`src/pkg/rqcr_pkg.sv`:
```
// shared constants and types for the requantizer configuration registers
package rqcr_pkg;

    // register addresses on the serial control port
    localparam logic [12:0] ADDR_USER_PATTERN_FOUR_HIGH = 13'h0020;
    localparam logic [12:0] ADDR_SELFTEST_SIG_LOW       = 13'h0024;
    localparam logic [12:0] ADDR_SELFTEST_SIG_HIGH      = 13'h0025;
    localparam logic [12:0] ADDR_REQUANTIZER_CONTROL    = 13'h003C;
    localparam logic [12:0] ADDR_REQUANTIZER_TUNING     = 13'h003E;

    // reset values
    localparam logic [7:0]  RST_USER_PATTERN_FOUR_HIGH  = 8'h00;
    localparam logic [15:0] RST_SELFTEST_SIGNATURE      = 16'h0000;
    localparam logic [7:0]  RST_REQUANTIZER_CONTROL     = 8'h00;
    localparam logic [7:0]  RST_REQUANTIZER_TUNING      = 8'h1C;

    // field positions
    localparam int CTL_ON_BIT      = 0;
    localparam int CTL_MODE_LSB    = 1;
    localparam int CTL_MODE_MSB    = 3;
    localparam int TUNE_POS_MSB    = 5;

    // band mode codes
    localparam logic [2:0] MODE_CODE_NARROW = 3'h0;
    localparam logic [2:0] MODE_CODE_WIDE   = 3'h1;

    // band widths and top tuning words in 0.5 % steps of the sample rate, plus tuning word counts
    localparam logic [6:0] NARROW_WIDTH_STEPS = 7'h2C;
    localparam logic [6:0] WIDE_WIDTH_STEPS   = 7'h42;
    localparam int         NARROW_SETTINGS    = 57;
    localparam int         WIDE_SETTINGS      = 34;
    localparam logic [5:0] NARROW_MAX_WORD    = 6'(NARROW_SETTINGS - 1);
    localparam logic [5:0] WIDE_MAX_WORD      = 6'(WIDE_SETTINGS - 1);

    // serial frame layout
    localparam logic [3:0] INSTR_LAST_BIT = 4'hF;
    localparam logic [3:0] DATA_LAST_BIT  = 4'h7;
    localparam int         INSTR_RNW_BIT  = 15;

    typedef enum logic [1:0]
    {
        RQCR_ST_IDLE  = 2'b00,
        RQCR_ST_INSTR = 2'b01,
        RQCR_ST_DATA  = 2'b10
    } rqcr_port_state_t;

    typedef enum logic
    {
        RQCR_BAND_NARROW = 1'b0,
        RQCR_BAND_WIDE   = 1'b1
    } rqcr_band_t;

    typedef struct packed
    {
        logic        en;
        logic [12:0] addr;
        logic [7:0]  data;
    } rqcr_wr_t;

endpackage : rqcr_pkg

```
`src/logic/rqcr_serial_port.sv`:
```
// serial control port slave: instruction, address and data bytes
`timescale 1ns/1ps
module rqcr_serial_port
    import rqcr_pkg::*;
(
    input  wire logic        core_clk_i,
    input  wire logic        rst_i,
    input  wire logic        sclk_i,
    input  wire logic        csb_i,
    input  wire logic        sdio_i,
    input  wire logic [7:0]  rdata_i,
    output rqcr_wr_t         wr_o,
    output logic [12:0]      rd_addr_o,
    output logic             sdio_o,
    output logic             sdio_oe_o
);

    rqcr_port_state_t st_r,     st_nxt;
    logic             sclk_q_r;
    logic [3:0]       cnt_r,    cnt_nxt;
    logic [15:0]      instr_r,  instr_nxt;
    logic [7:0]       in_sr_r,  in_sr_nxt;
    logic [7:0]       out_sr_r, out_sr_nxt;
    logic [12:0]      addr_r,   addr_nxt;
    logic             rnw_r,    rnw_nxt;
    logic             dout_r,   dout_nxt;
    logic             oe_r,     oe_nxt;
    rqcr_wr_t         wr_r,     wr_nxt;
    logic             rise;
    logic             fall;

    assign rise = sclk_i & ~sclk_q_r & ~csb_i;
    assign fall = ~sclk_i & sclk_q_r & ~csb_i;

    always_comb
    begin
        st_nxt     = st_r;
        cnt_nxt    = cnt_r;
        instr_nxt  = instr_r;
        in_sr_nxt  = in_sr_r;
        out_sr_nxt = out_sr_r;
        addr_nxt   = addr_r;
        rnw_nxt    = rnw_r;
        dout_nxt   = dout_r;
        oe_nxt     = oe_r;
        wr_nxt     = '{en: 1'b0, addr: addr_r, data: in_sr_r};
        if (csb_i)
        begin
            st_nxt  = RQCR_ST_IDLE;
            cnt_nxt = 4'h0;
            oe_nxt  = 1'b0;
        end
        else
        begin
            unique case (st_r)
                RQCR_ST_IDLE, RQCR_ST_INSTR:
                begin
                    st_nxt = RQCR_ST_INSTR;
                    if (rise)
                    begin
                        instr_nxt = {instr_r[14:0], sdio_i};
                        cnt_nxt   = cnt_r + 4'h1;
                        if (cnt_r == INSTR_LAST_BIT)
                        begin
                            st_nxt   = RQCR_ST_DATA;
                            cnt_nxt  = 4'h0;
                            rnw_nxt  = instr_r[INSTR_RNW_BIT - 1];
                            oe_nxt   = instr_r[INSTR_RNW_BIT - 1];
                            addr_nxt = {instr_r[11:0], sdio_i};
                        end
                    end
                end
                RQCR_ST_DATA:
                begin
                    if (fall && rnw_r)
                    begin
                        // first bit of each byte comes fresh from the register
                        if (cnt_r == 4'h0)
                        begin
                            dout_nxt   = rdata_i[7];
                            out_sr_nxt = {rdata_i[6:0], 1'b0};
                        end
                        else
                        begin
                            dout_nxt   = out_sr_r[7];
                            out_sr_nxt = {out_sr_r[6:0], 1'b0};
                        end
                    end
                    if (rise)
                    begin
                        in_sr_nxt = {in_sr_r[6:0], sdio_i};
                        cnt_nxt   = cnt_r + 4'h1;
                        if (cnt_r == DATA_LAST_BIT)
                        begin
                            cnt_nxt  = 4'h0;
                            addr_nxt = addr_r - 13'h0001;
                            wr_nxt   = '{en: ~rnw_r, addr: addr_r, data: {in_sr_r[6:0], sdio_i}};
                        end
                    end
                end
                default:
                begin
                    st_nxt = RQCR_ST_IDLE;
                end
            endcase
        end
    end

    always_ff @(posedge core_clk_i)
    begin
        if (rst_i)
        begin
            st_r     <= RQCR_ST_IDLE;
            sclk_q_r <= 1'b0;
            cnt_r    <= 4'h0;
            instr_r  <= 16'h0000;
            in_sr_r  <= 8'h00;
            out_sr_r <= 8'h00;
            addr_r   <= 13'h0000;
            rnw_r    <= 1'b0;
            dout_r   <= 1'b0;
            oe_r     <= 1'b0;
            wr_r     <= '0;
        end
        else
        begin
            st_r     <= st_nxt;
            sclk_q_r <= sclk_i;
            cnt_r    <= cnt_nxt;
            instr_r  <= instr_nxt;
            in_sr_r  <= in_sr_nxt;
            out_sr_r <= out_sr_nxt;
            addr_r   <= addr_nxt;
            rnw_r    <= rnw_nxt;
            dout_r   <= dout_nxt;
            oe_r     <= oe_nxt;
            wr_r     <= wr_nxt;
        end
    end

    assign wr_o      = wr_r;
    assign rd_addr_o = addr_r;
    assign sdio_o    = dout_r;
    assign sdio_oe_o = oe_r;

endmodule : rqcr_serial_port

```
`src/logic/rqcr_regs.sv`:
```
// requantizer configuration and self-test readback registers behind the serial port
//
// Behaviour
// [RULE_01] control bits 3..1 choose the requantizer band mode
// [RULE_02] mode 000 gives narrow band, 22 % of the sample rate
// [RULE_03] mode 001 gives wide band, 33 % of the sample rate
// [RULE_04] control bit 0 turns the requantizer on; reset leaves it off
// [RULE_05] tuning bits 5..0 place the band edges; tuning resets to 1C
// [RULE_06] narrow mode accepts 57 tuning words
// [RULE_07] wide mode accepts 34 tuning words
// [RULE_08] each tuning step moves the band by 0.5 % of sample rate
// [RULE_09] host keeps the serial port quiet during critical sampling
// [RULE_10] signature bytes read only, reset zero, low byte at lower address
// [RULE_11] host writes only valid tuning words and zero reserved bits
`timescale 1ns/1ps
module rqcr_regs
    import rqcr_pkg::*;
(
    input  wire logic        core_clk_i,
    input  wire logic        rst_i,
    input  wire logic        sclk_i,
    input  wire logic        csb_i,
    input  wire logic        sdio_i,
    output logic             sdio_o,
    output logic             sdio_oe_o,
    input  wire logic [15:0] selftest_signature_i,
    input  wire logic        selftest_done_i,
    output logic             requantizer_on_o,
    output logic [2:0]       requantizer_band_mode_o,
    output logic [5:0]       requantizer_band_position_o,
    output logic [6:0]       band_low_edge_o,
    output logic [6:0]       band_high_edge_o,
    output logic             band_position_valid_o,
    output logic [7:0]       user_pattern_four_high_o
);

    rqcr_wr_t    wr;
    logic [12:0] rd_addr;
    logic [7:0]  rdata;

    logic [7:0]  pattern_r, pattern_nxt;
    logic [3:0]  ctl_r,     ctl_nxt;
    logic [5:0]  tune_r,    tune_nxt;
    logic [15:0] sig_r,     sig_nxt;

    logic        on_r;
    logic [2:0]  mode_r;
    logic [5:0]  pos_r;
    logic [6:0]  low_r,     low_nxt;
    logic [6:0]  high_r,    high_nxt;
    logic        valid_r,   valid_nxt;

    // band class of a mode code; unknown codes fall back to narrow
    function automatic rqcr_band_t band_of(input logic [2:0] code);
        band_of = (code == MODE_CODE_WIDE) ? RQCR_BAND_WIDE : RQCR_BAND_NARROW;
    endfunction : band_of

    function automatic logic mode_known(input logic [2:0] code);
        mode_known = (code == MODE_CODE_NARROW) || (code == MODE_CODE_WIDE);
    endfunction : mode_known

    rqcr_serial_port u_port
    (
        .core_clk_i (core_clk_i),
        .rst_i      (rst_i),
        .sclk_i     (sclk_i),
        .csb_i      (csb_i),
        .sdio_i     (sdio_i),
        .rdata_i    (rdata),
        .wr_o       (wr),
        .rd_addr_o  (rd_addr),
        .sdio_o     (sdio_o),
        .sdio_oe_o  (sdio_oe_o)
    );

    // read decode, unmapped addresses read zero
    always_comb
    begin
        rdata = 8'h00;
        unique case (rd_addr)
            ADDR_USER_PATTERN_FOUR_HIGH: rdata = pattern_r;
            ADDR_SELFTEST_SIG_LOW:       rdata = sig_r[7:0];   // RULE_10
            ADDR_SELFTEST_SIG_HIGH:      rdata = sig_r[15:8];  // RULE_10
            ADDR_REQUANTIZER_CONTROL:    rdata = {4'h0, ctl_r};
            ADDR_REQUANTIZER_TUNING:     rdata = {2'h0, tune_r};
            default:                     rdata = 8'h00;
        endcase
    end

    // register writes; reserved bits are dropped
    always_comb
    begin
        pattern_nxt = pattern_r;
        ctl_nxt     = ctl_r;
        tune_nxt    = tune_r;
        sig_nxt     = sig_r;
        if (wr.en)
        begin
            unique case (wr.addr)
                ADDR_USER_PATTERN_FOUR_HIGH: pattern_nxt = wr.data;
                ADDR_REQUANTIZER_CONTROL:    ctl_nxt = wr.data[CTL_MODE_MSB:CTL_ON_BIT];  // RULE_01
                ADDR_REQUANTIZER_TUNING:     tune_nxt = wr.data[TUNE_POS_MSB:0];          // RULE_05 RULE_11
                default:                     pattern_nxt = pattern_r;
            endcase
        end
        // only the self-test engine updates the signature
        if (selftest_done_i)
        begin
            sig_nxt = selftest_signature_i;  // RULE_10
        end
    end

    always_ff @(posedge core_clk_i)
    begin
        if (rst_i)
        begin
            pattern_r <= RST_USER_PATTERN_FOUR_HIGH;
            ctl_r     <= RST_REQUANTIZER_CONTROL[CTL_MODE_MSB:CTL_ON_BIT];  // RULE_04
            tune_r    <= RST_REQUANTIZER_TUNING[TUNE_POS_MSB:0];            // RULE_05
            sig_r     <= RST_SELFTEST_SIGNATURE;                            // RULE_10
        end
        else
        begin
            pattern_r <= pattern_nxt;
            ctl_r     <= ctl_nxt;
            tune_r    <= tune_nxt;
            sig_r     <= sig_nxt;
        end
    end

    // band edges in 0.5 % steps and tuning range check
    always_comb
    begin
        low_nxt   = {1'b0, tune_r};  // RULE_08
        high_nxt  = 7'h00;
        valid_nxt = 1'b0;
        unique case (band_of(ctl_r[CTL_MODE_MSB:CTL_MODE_LSB]))
            RQCR_BAND_NARROW:
            begin
                high_nxt  = {1'b0, tune_r} + NARROW_WIDTH_STEPS;  // RULE_02
                valid_nxt = (tune_r <= NARROW_MAX_WORD);          // RULE_06
            end
            RQCR_BAND_WIDE:
            begin
                high_nxt  = {1'b0, tune_r} + WIDE_WIDTH_STEPS;    // RULE_03
                valid_nxt = (tune_r <= WIDE_MAX_WORD);            // RULE_07
            end
        endcase
        valid_nxt = valid_nxt & mode_known(ctl_r[CTL_MODE_MSB:CTL_MODE_LSB]);
    end

    always_ff @(posedge core_clk_i)
    begin
        if (rst_i)
        begin
            on_r    <= 1'b0;
            mode_r  <= 3'h0;
            pos_r   <= 6'h00;
            low_r   <= 7'h00;
            high_r  <= 7'h00;
            valid_r <= 1'b0;
        end
        else
        begin
            on_r    <= ctl_r[CTL_ON_BIT];                    // RULE_04
            mode_r  <= ctl_r[CTL_MODE_MSB:CTL_MODE_LSB];     // RULE_01
            pos_r   <= tune_r;                               // RULE_05
            low_r   <= low_nxt;
            high_r  <= high_nxt;
            valid_r <= valid_nxt;
        end
    end

    assign requantizer_on_o            = on_r;
    assign requantizer_band_mode_o     = mode_r;
    assign requantizer_band_position_o = pos_r;
    assign band_low_edge_o             = low_r;
    assign band_high_edge_o            = high_r;
    assign band_position_valid_o       = valid_r;
    assign user_pattern_four_high_o    = pattern_r;
endmodule : rqcr_regs

```
`config.mk`:
```
export PLATFORM = sky130hd
export DESIGN_NAME = rqcr_regs
export DESIGN_NICKNAME = d
export VERILOG_FILES = /design/src/pkg/rqcr_pkg.sv /design/src/logic/rqcr_serial_port.sv /design/src/logic/rqcr_regs.sv
export SDC_FILE = /design/constraint.sdc
export NUM_CORES = 1
export LEC_CHECK = 0
export BUFFER_PORTS_ARGS = -buffer_cell sky130_fd_sc_hd__buf_2
export CAP_MARGIN = 10
export CELL_PAD_IN_SITES_DETAIL_PLACEMENT = 1
export CELL_PAD_IN_SITES_GLOBAL_PLACEMENT = 1
export CORE_UTILIZATION = 40
export DETAILED_ROUTE_END_ITERATION = 7
export GPL_TIMING_DRIVEN = 0
export PLACE_DENSITY_LB_ADDON = 0.05
export REMOVE_ABC_BUFFERS = 1
export SYNTH_ARGS = -nofsm -noshare
export SYNTH_HDL_FRONTEND = slang
export SYNTH_HIERARCHICAL = 1
export SYNTH_SLANG_ARGS = --single-unit
```
`constraint.sdc`:
```
create_clock -name core_clk_i -period 2.25 [get_ports core_clk_i]
set_input_delay 0.225 -clock core_clk_i [delete_from_list [all_inputs] [get_ports core_clk_i]]
set_output_delay 0.225 -clock core_clk_i [all_outputs]
set_load 0.005 [all_outputs]
```
==> run_results.csv <==
group,metric,value,unit
timing,fmax,470,MHz
layout,utilization,48.9,%
setup_path,crit_arrival,2460,ps
layout,multiInputGateArea,0.00273,mm²
power_and_ir_drop,powerDensity,777,mW/mm²
floorplan,die_w,120,µm
floorplan,io_pins,57,
timing,layout_min_cycle_time,2130,ps
cts,cts_inserted_buffers,17,
yosys,yosysWarnings,6,
setup_path,startpoint_type,"flop",
yosys,syn_inst,620,
cts,cts_tree,"done",
global_route,grt_overflow,0,
placement,io_buffers,55,
global_route,grt_use_met3,5.09,%
cts,insertion_delay,420,ps
setup_path,rr_startpoint,"u_port/rd_addr_o[5]$_SDFFE_PP0P_",
layout,antenna_cells,0,
hold_path,min_path_type,"in -> reg",
yosys,synth-edff-count,0,
power_and_ir_drop,clkPwrFrac,52.1,%
hold_path,min_from,"selftest_signature_i[5]",
yosys,ys.flop_type,"dfxtp_1",
power_and_ir_drop,p_sw,1050,µW
routing,wl,13500,µm
routing,post_drt_wl_per_cell,16.1,µm
yosys,synth.distinct_cells,62,
timing,timing.final.crit_share,94.5,%
layout,fin_area,0.00653,mm²
power_and_ir_drop,p_leak,0.00259,µW
setup_path,setup.worst_path.end_class,"flop",
setup_path,critPathMaxFanout,7,
placement,dpl-instance-area,0.00581,mm²
yosys,ys_ff_latch,126,
power_and_ir_drop,total_power,5070,µW
timing,tightest_slew,939,ps
cts,clk_pin_slew,50,ps
cts,ctsHtreeMaxLevel,4,
global_route,grt.busiest_layer,"met2",
yosys,synth_seq_area_share,45.5,%
timing,rsz0062_at_grt,"no",
yosys,synth_area_per_cell,8.93,µm²
power_and_ir_drop,share_comb_of_total_power,3.1,%
timing,whs,47.7,ps
floorplan,rows,42,
layout,seqCellArea,0.00253,mm²
timing,hold_viol,0,
timing,setup_violations,0,
flow_run,cap_violations,0,
power_and_ir_drop,peakVddDrop,0.551,mV
outcome,status,"finished, final reports clean",
floorplan,die_h,120,µm
timing,slew_violations,0,
layout,drive_gt1_share,18.5,%
placement,dp_hpwl,9220,µm
power_and_ir_drop,seqPwrFrac,44.8,%
routing,drc,0,
timing,relSlewSlack,37.1,%
layout,num-fill-cells,1548,
global_route,grt_pass1_wl,22400,µm
global_route,grtUsageTotal,20.1,%
cts,clockBufferDepth,2,
routing,vias_per_cell,5.36,
placement,finalWeightedCongestion,0.780,
global_route,antenna_found_initial,0,
global_route,grt_util_met2,34.5,%
timing,finClkSkew,8.53,ps
global_route,grt_pass1_vias,4495,
setup_path,crit_type,"reg -> reg",
routing,first_pass_iters,4,
floorplan,dieArea,0.0143,mm²
routing,first_iter_violations,228,
global_route,met1_usage,24.1,%
layout,area_delta_synth_final,17.9,%
cts,cts-root-buf,"clkbuf_16",
floorplan,core_area,0.0133,mm²
power_and_ir_drop,p_int,4030,µW
routing,ant_nets,0,
floorplan,start_util,41.5,%
layout,layout.nets,677,
power_and_ir_drop,swShare,20.6,%
yosys,syn_area,0.00554,mm²
cts,cts.sinks,126,
cts,hold_buffers,0,
setup_path,crit_start,"u_port/rd_addr_o[5]$_SDFFE_PP0P_",
global_route,grt_max_degree,74,
yosys,synthArstFlopShare,0,%
setup_path,cp_data_required_time,2590,ps
routing,vias,4481,
-- through the flow --
stage	instances	setup WS (ps)	TNS [ps]
2_1_floorplan	562	-70.3	-154
4_1_cts	836	-21.9	-22.3
6_report	836	123	0
5_1_grt	836	36.7	0
3_5_place_dp	796	-329	-3560
3_3_place_gp	793	-957	-27600
-- worst paths after layout --
check,endpoint,slack (ps),cells after the start
max reg2reg,u_port/out_sr_r[2]$_SDFFE_PP0P_,120,7
min reg2reg,u_port/in_sr_r[7]$_SDFFE_PP0P_,450,2
max,u_port/out_sr_r[2]$_SDFFE_PP0P_,120,7
min,sig_r[5]$_SDFFE_PP0P_,50,3
-- placed cells by master (no fill, tap or decap), types with 3 or more instances in the layout --
cell,netlist,final
dfxtp_1,126,122
nand2_1,75,75
nor2_1,60,60
buf_2,10,54
mux2i_1,49,49
a21oi_1,48,48
nor2b_1,22,21
nand3_1,20,20
clkbuf_16,0,17
inv_1,15,15
o21ai_0,13,13
nor3_1,11,10
a21o_1,8,8
ha_1,8,8
a211oi_1,10,7
buf_4,21,7
nor4_1,6,6
nand2b_1,7,6
or3_1,5,5
o22ai_1,5,5
clkinv_2,0,5
clkbuf_1,20,5
a22o_1,4,4
and3_1,3,3
xor2_1,3,3
nand4_1,3,3
clkbuf_8,0,3
or2_2,4,3
o32ai_1,3,3
a211oi_2,0,3
dfxtp_2,0,3
-- power by group through the flow --
stage	clock, µW	sequential, µW	combinational, µW
5_1_grt	2810	2280	172
2_1_floorplan	0	2320	59.0
4_1_cts	2700	2270	157
3_5_place_dp	0	2320	153
3_3_place_gp	0	2320	142
6_report	2640	2270	155
-- area by class of cell --
type,count,share of cell area [%]
clock buffer,25,7.43
clock inverter,7,1.30
inverter,15,0.862
multi-input combinational,421,41.8
sequential,126,38.7
tap,176,3.37
timing repair buffer,66,6.50
-- per-layer routing --
metal	share of wire, %	vias up
met5	0	-
met1	45	2181
met2	50	80
met4	1.7	0
li1	-	2197
met3	3.3	23
-- kinds of logic after synthesis --
logic type / Yosys count / synth area share (%)
compound gates: 119 / 13.8
xor+xnor: 5 / 0.791
fa+ha+maj: 8 / 1.81
buf+inv: 73 / 6.73
flops: 126 / 45.5
mux: 52 / 9.53
other cells: 1 / 0.0677
simple gates: 236 / 21.8
-- repair_timing --
action / 4_1_cts / 5_1_grt
endpoints found under the setup margin: 24 / 24
gates resized for setup: 9 / 9
pin swaps: 12 / 5
endpoints found under the hold margin: 0 / 0
gates cloned: 0 / 0
buffers inserted: 8 / 0
-- critical path: stages (launching register included) --
cell      delay (ps)
dfxtp_2          330
or3b_4           380
or4_4            470
buf_12           160
o22ai_1          190
a22o_1           180
mux2i_1           90
a211oi_2         240
-- synth_stat cells, drive strengths merged (10+ instances only) --
cell / number / share of area, %
a211oi: 10 / 1.4
a21oi: 48 / 4.3
buf: 38 / 4.4
clkbuf: 20 / 1.4
dfxtp: 126 / 46
inv: 15 / 1.0
mux2i: 49 / 8.9
nand2: 75 / 5.1
nand3: 20 / 1.8
nor2: 60 / 4.1
nor2b: 22 / 2.5
nor3: 12 / 1.3
o21ai: 15 / 1.4
-- sequential cells by signal, indices dropped and copies added (netlist names), 2 cells and up --
name                      flops
u_port/instr_r               15
user_pattern_four_high_o      8
u_port/out_sr_r               7
band_high_edge_o              6
u_port/st_r                   2
tune_r                        6
band_low_edge_o               6
sig_r                        16
u_port/rd_addr_o             13
u_port/wr_o                  22
u_port/cnt_r                  4
u_port/in_sr_r                8
requantizer_band_mode_o       3
ctl_r                         4
Power figures use the tool's default switching activity.
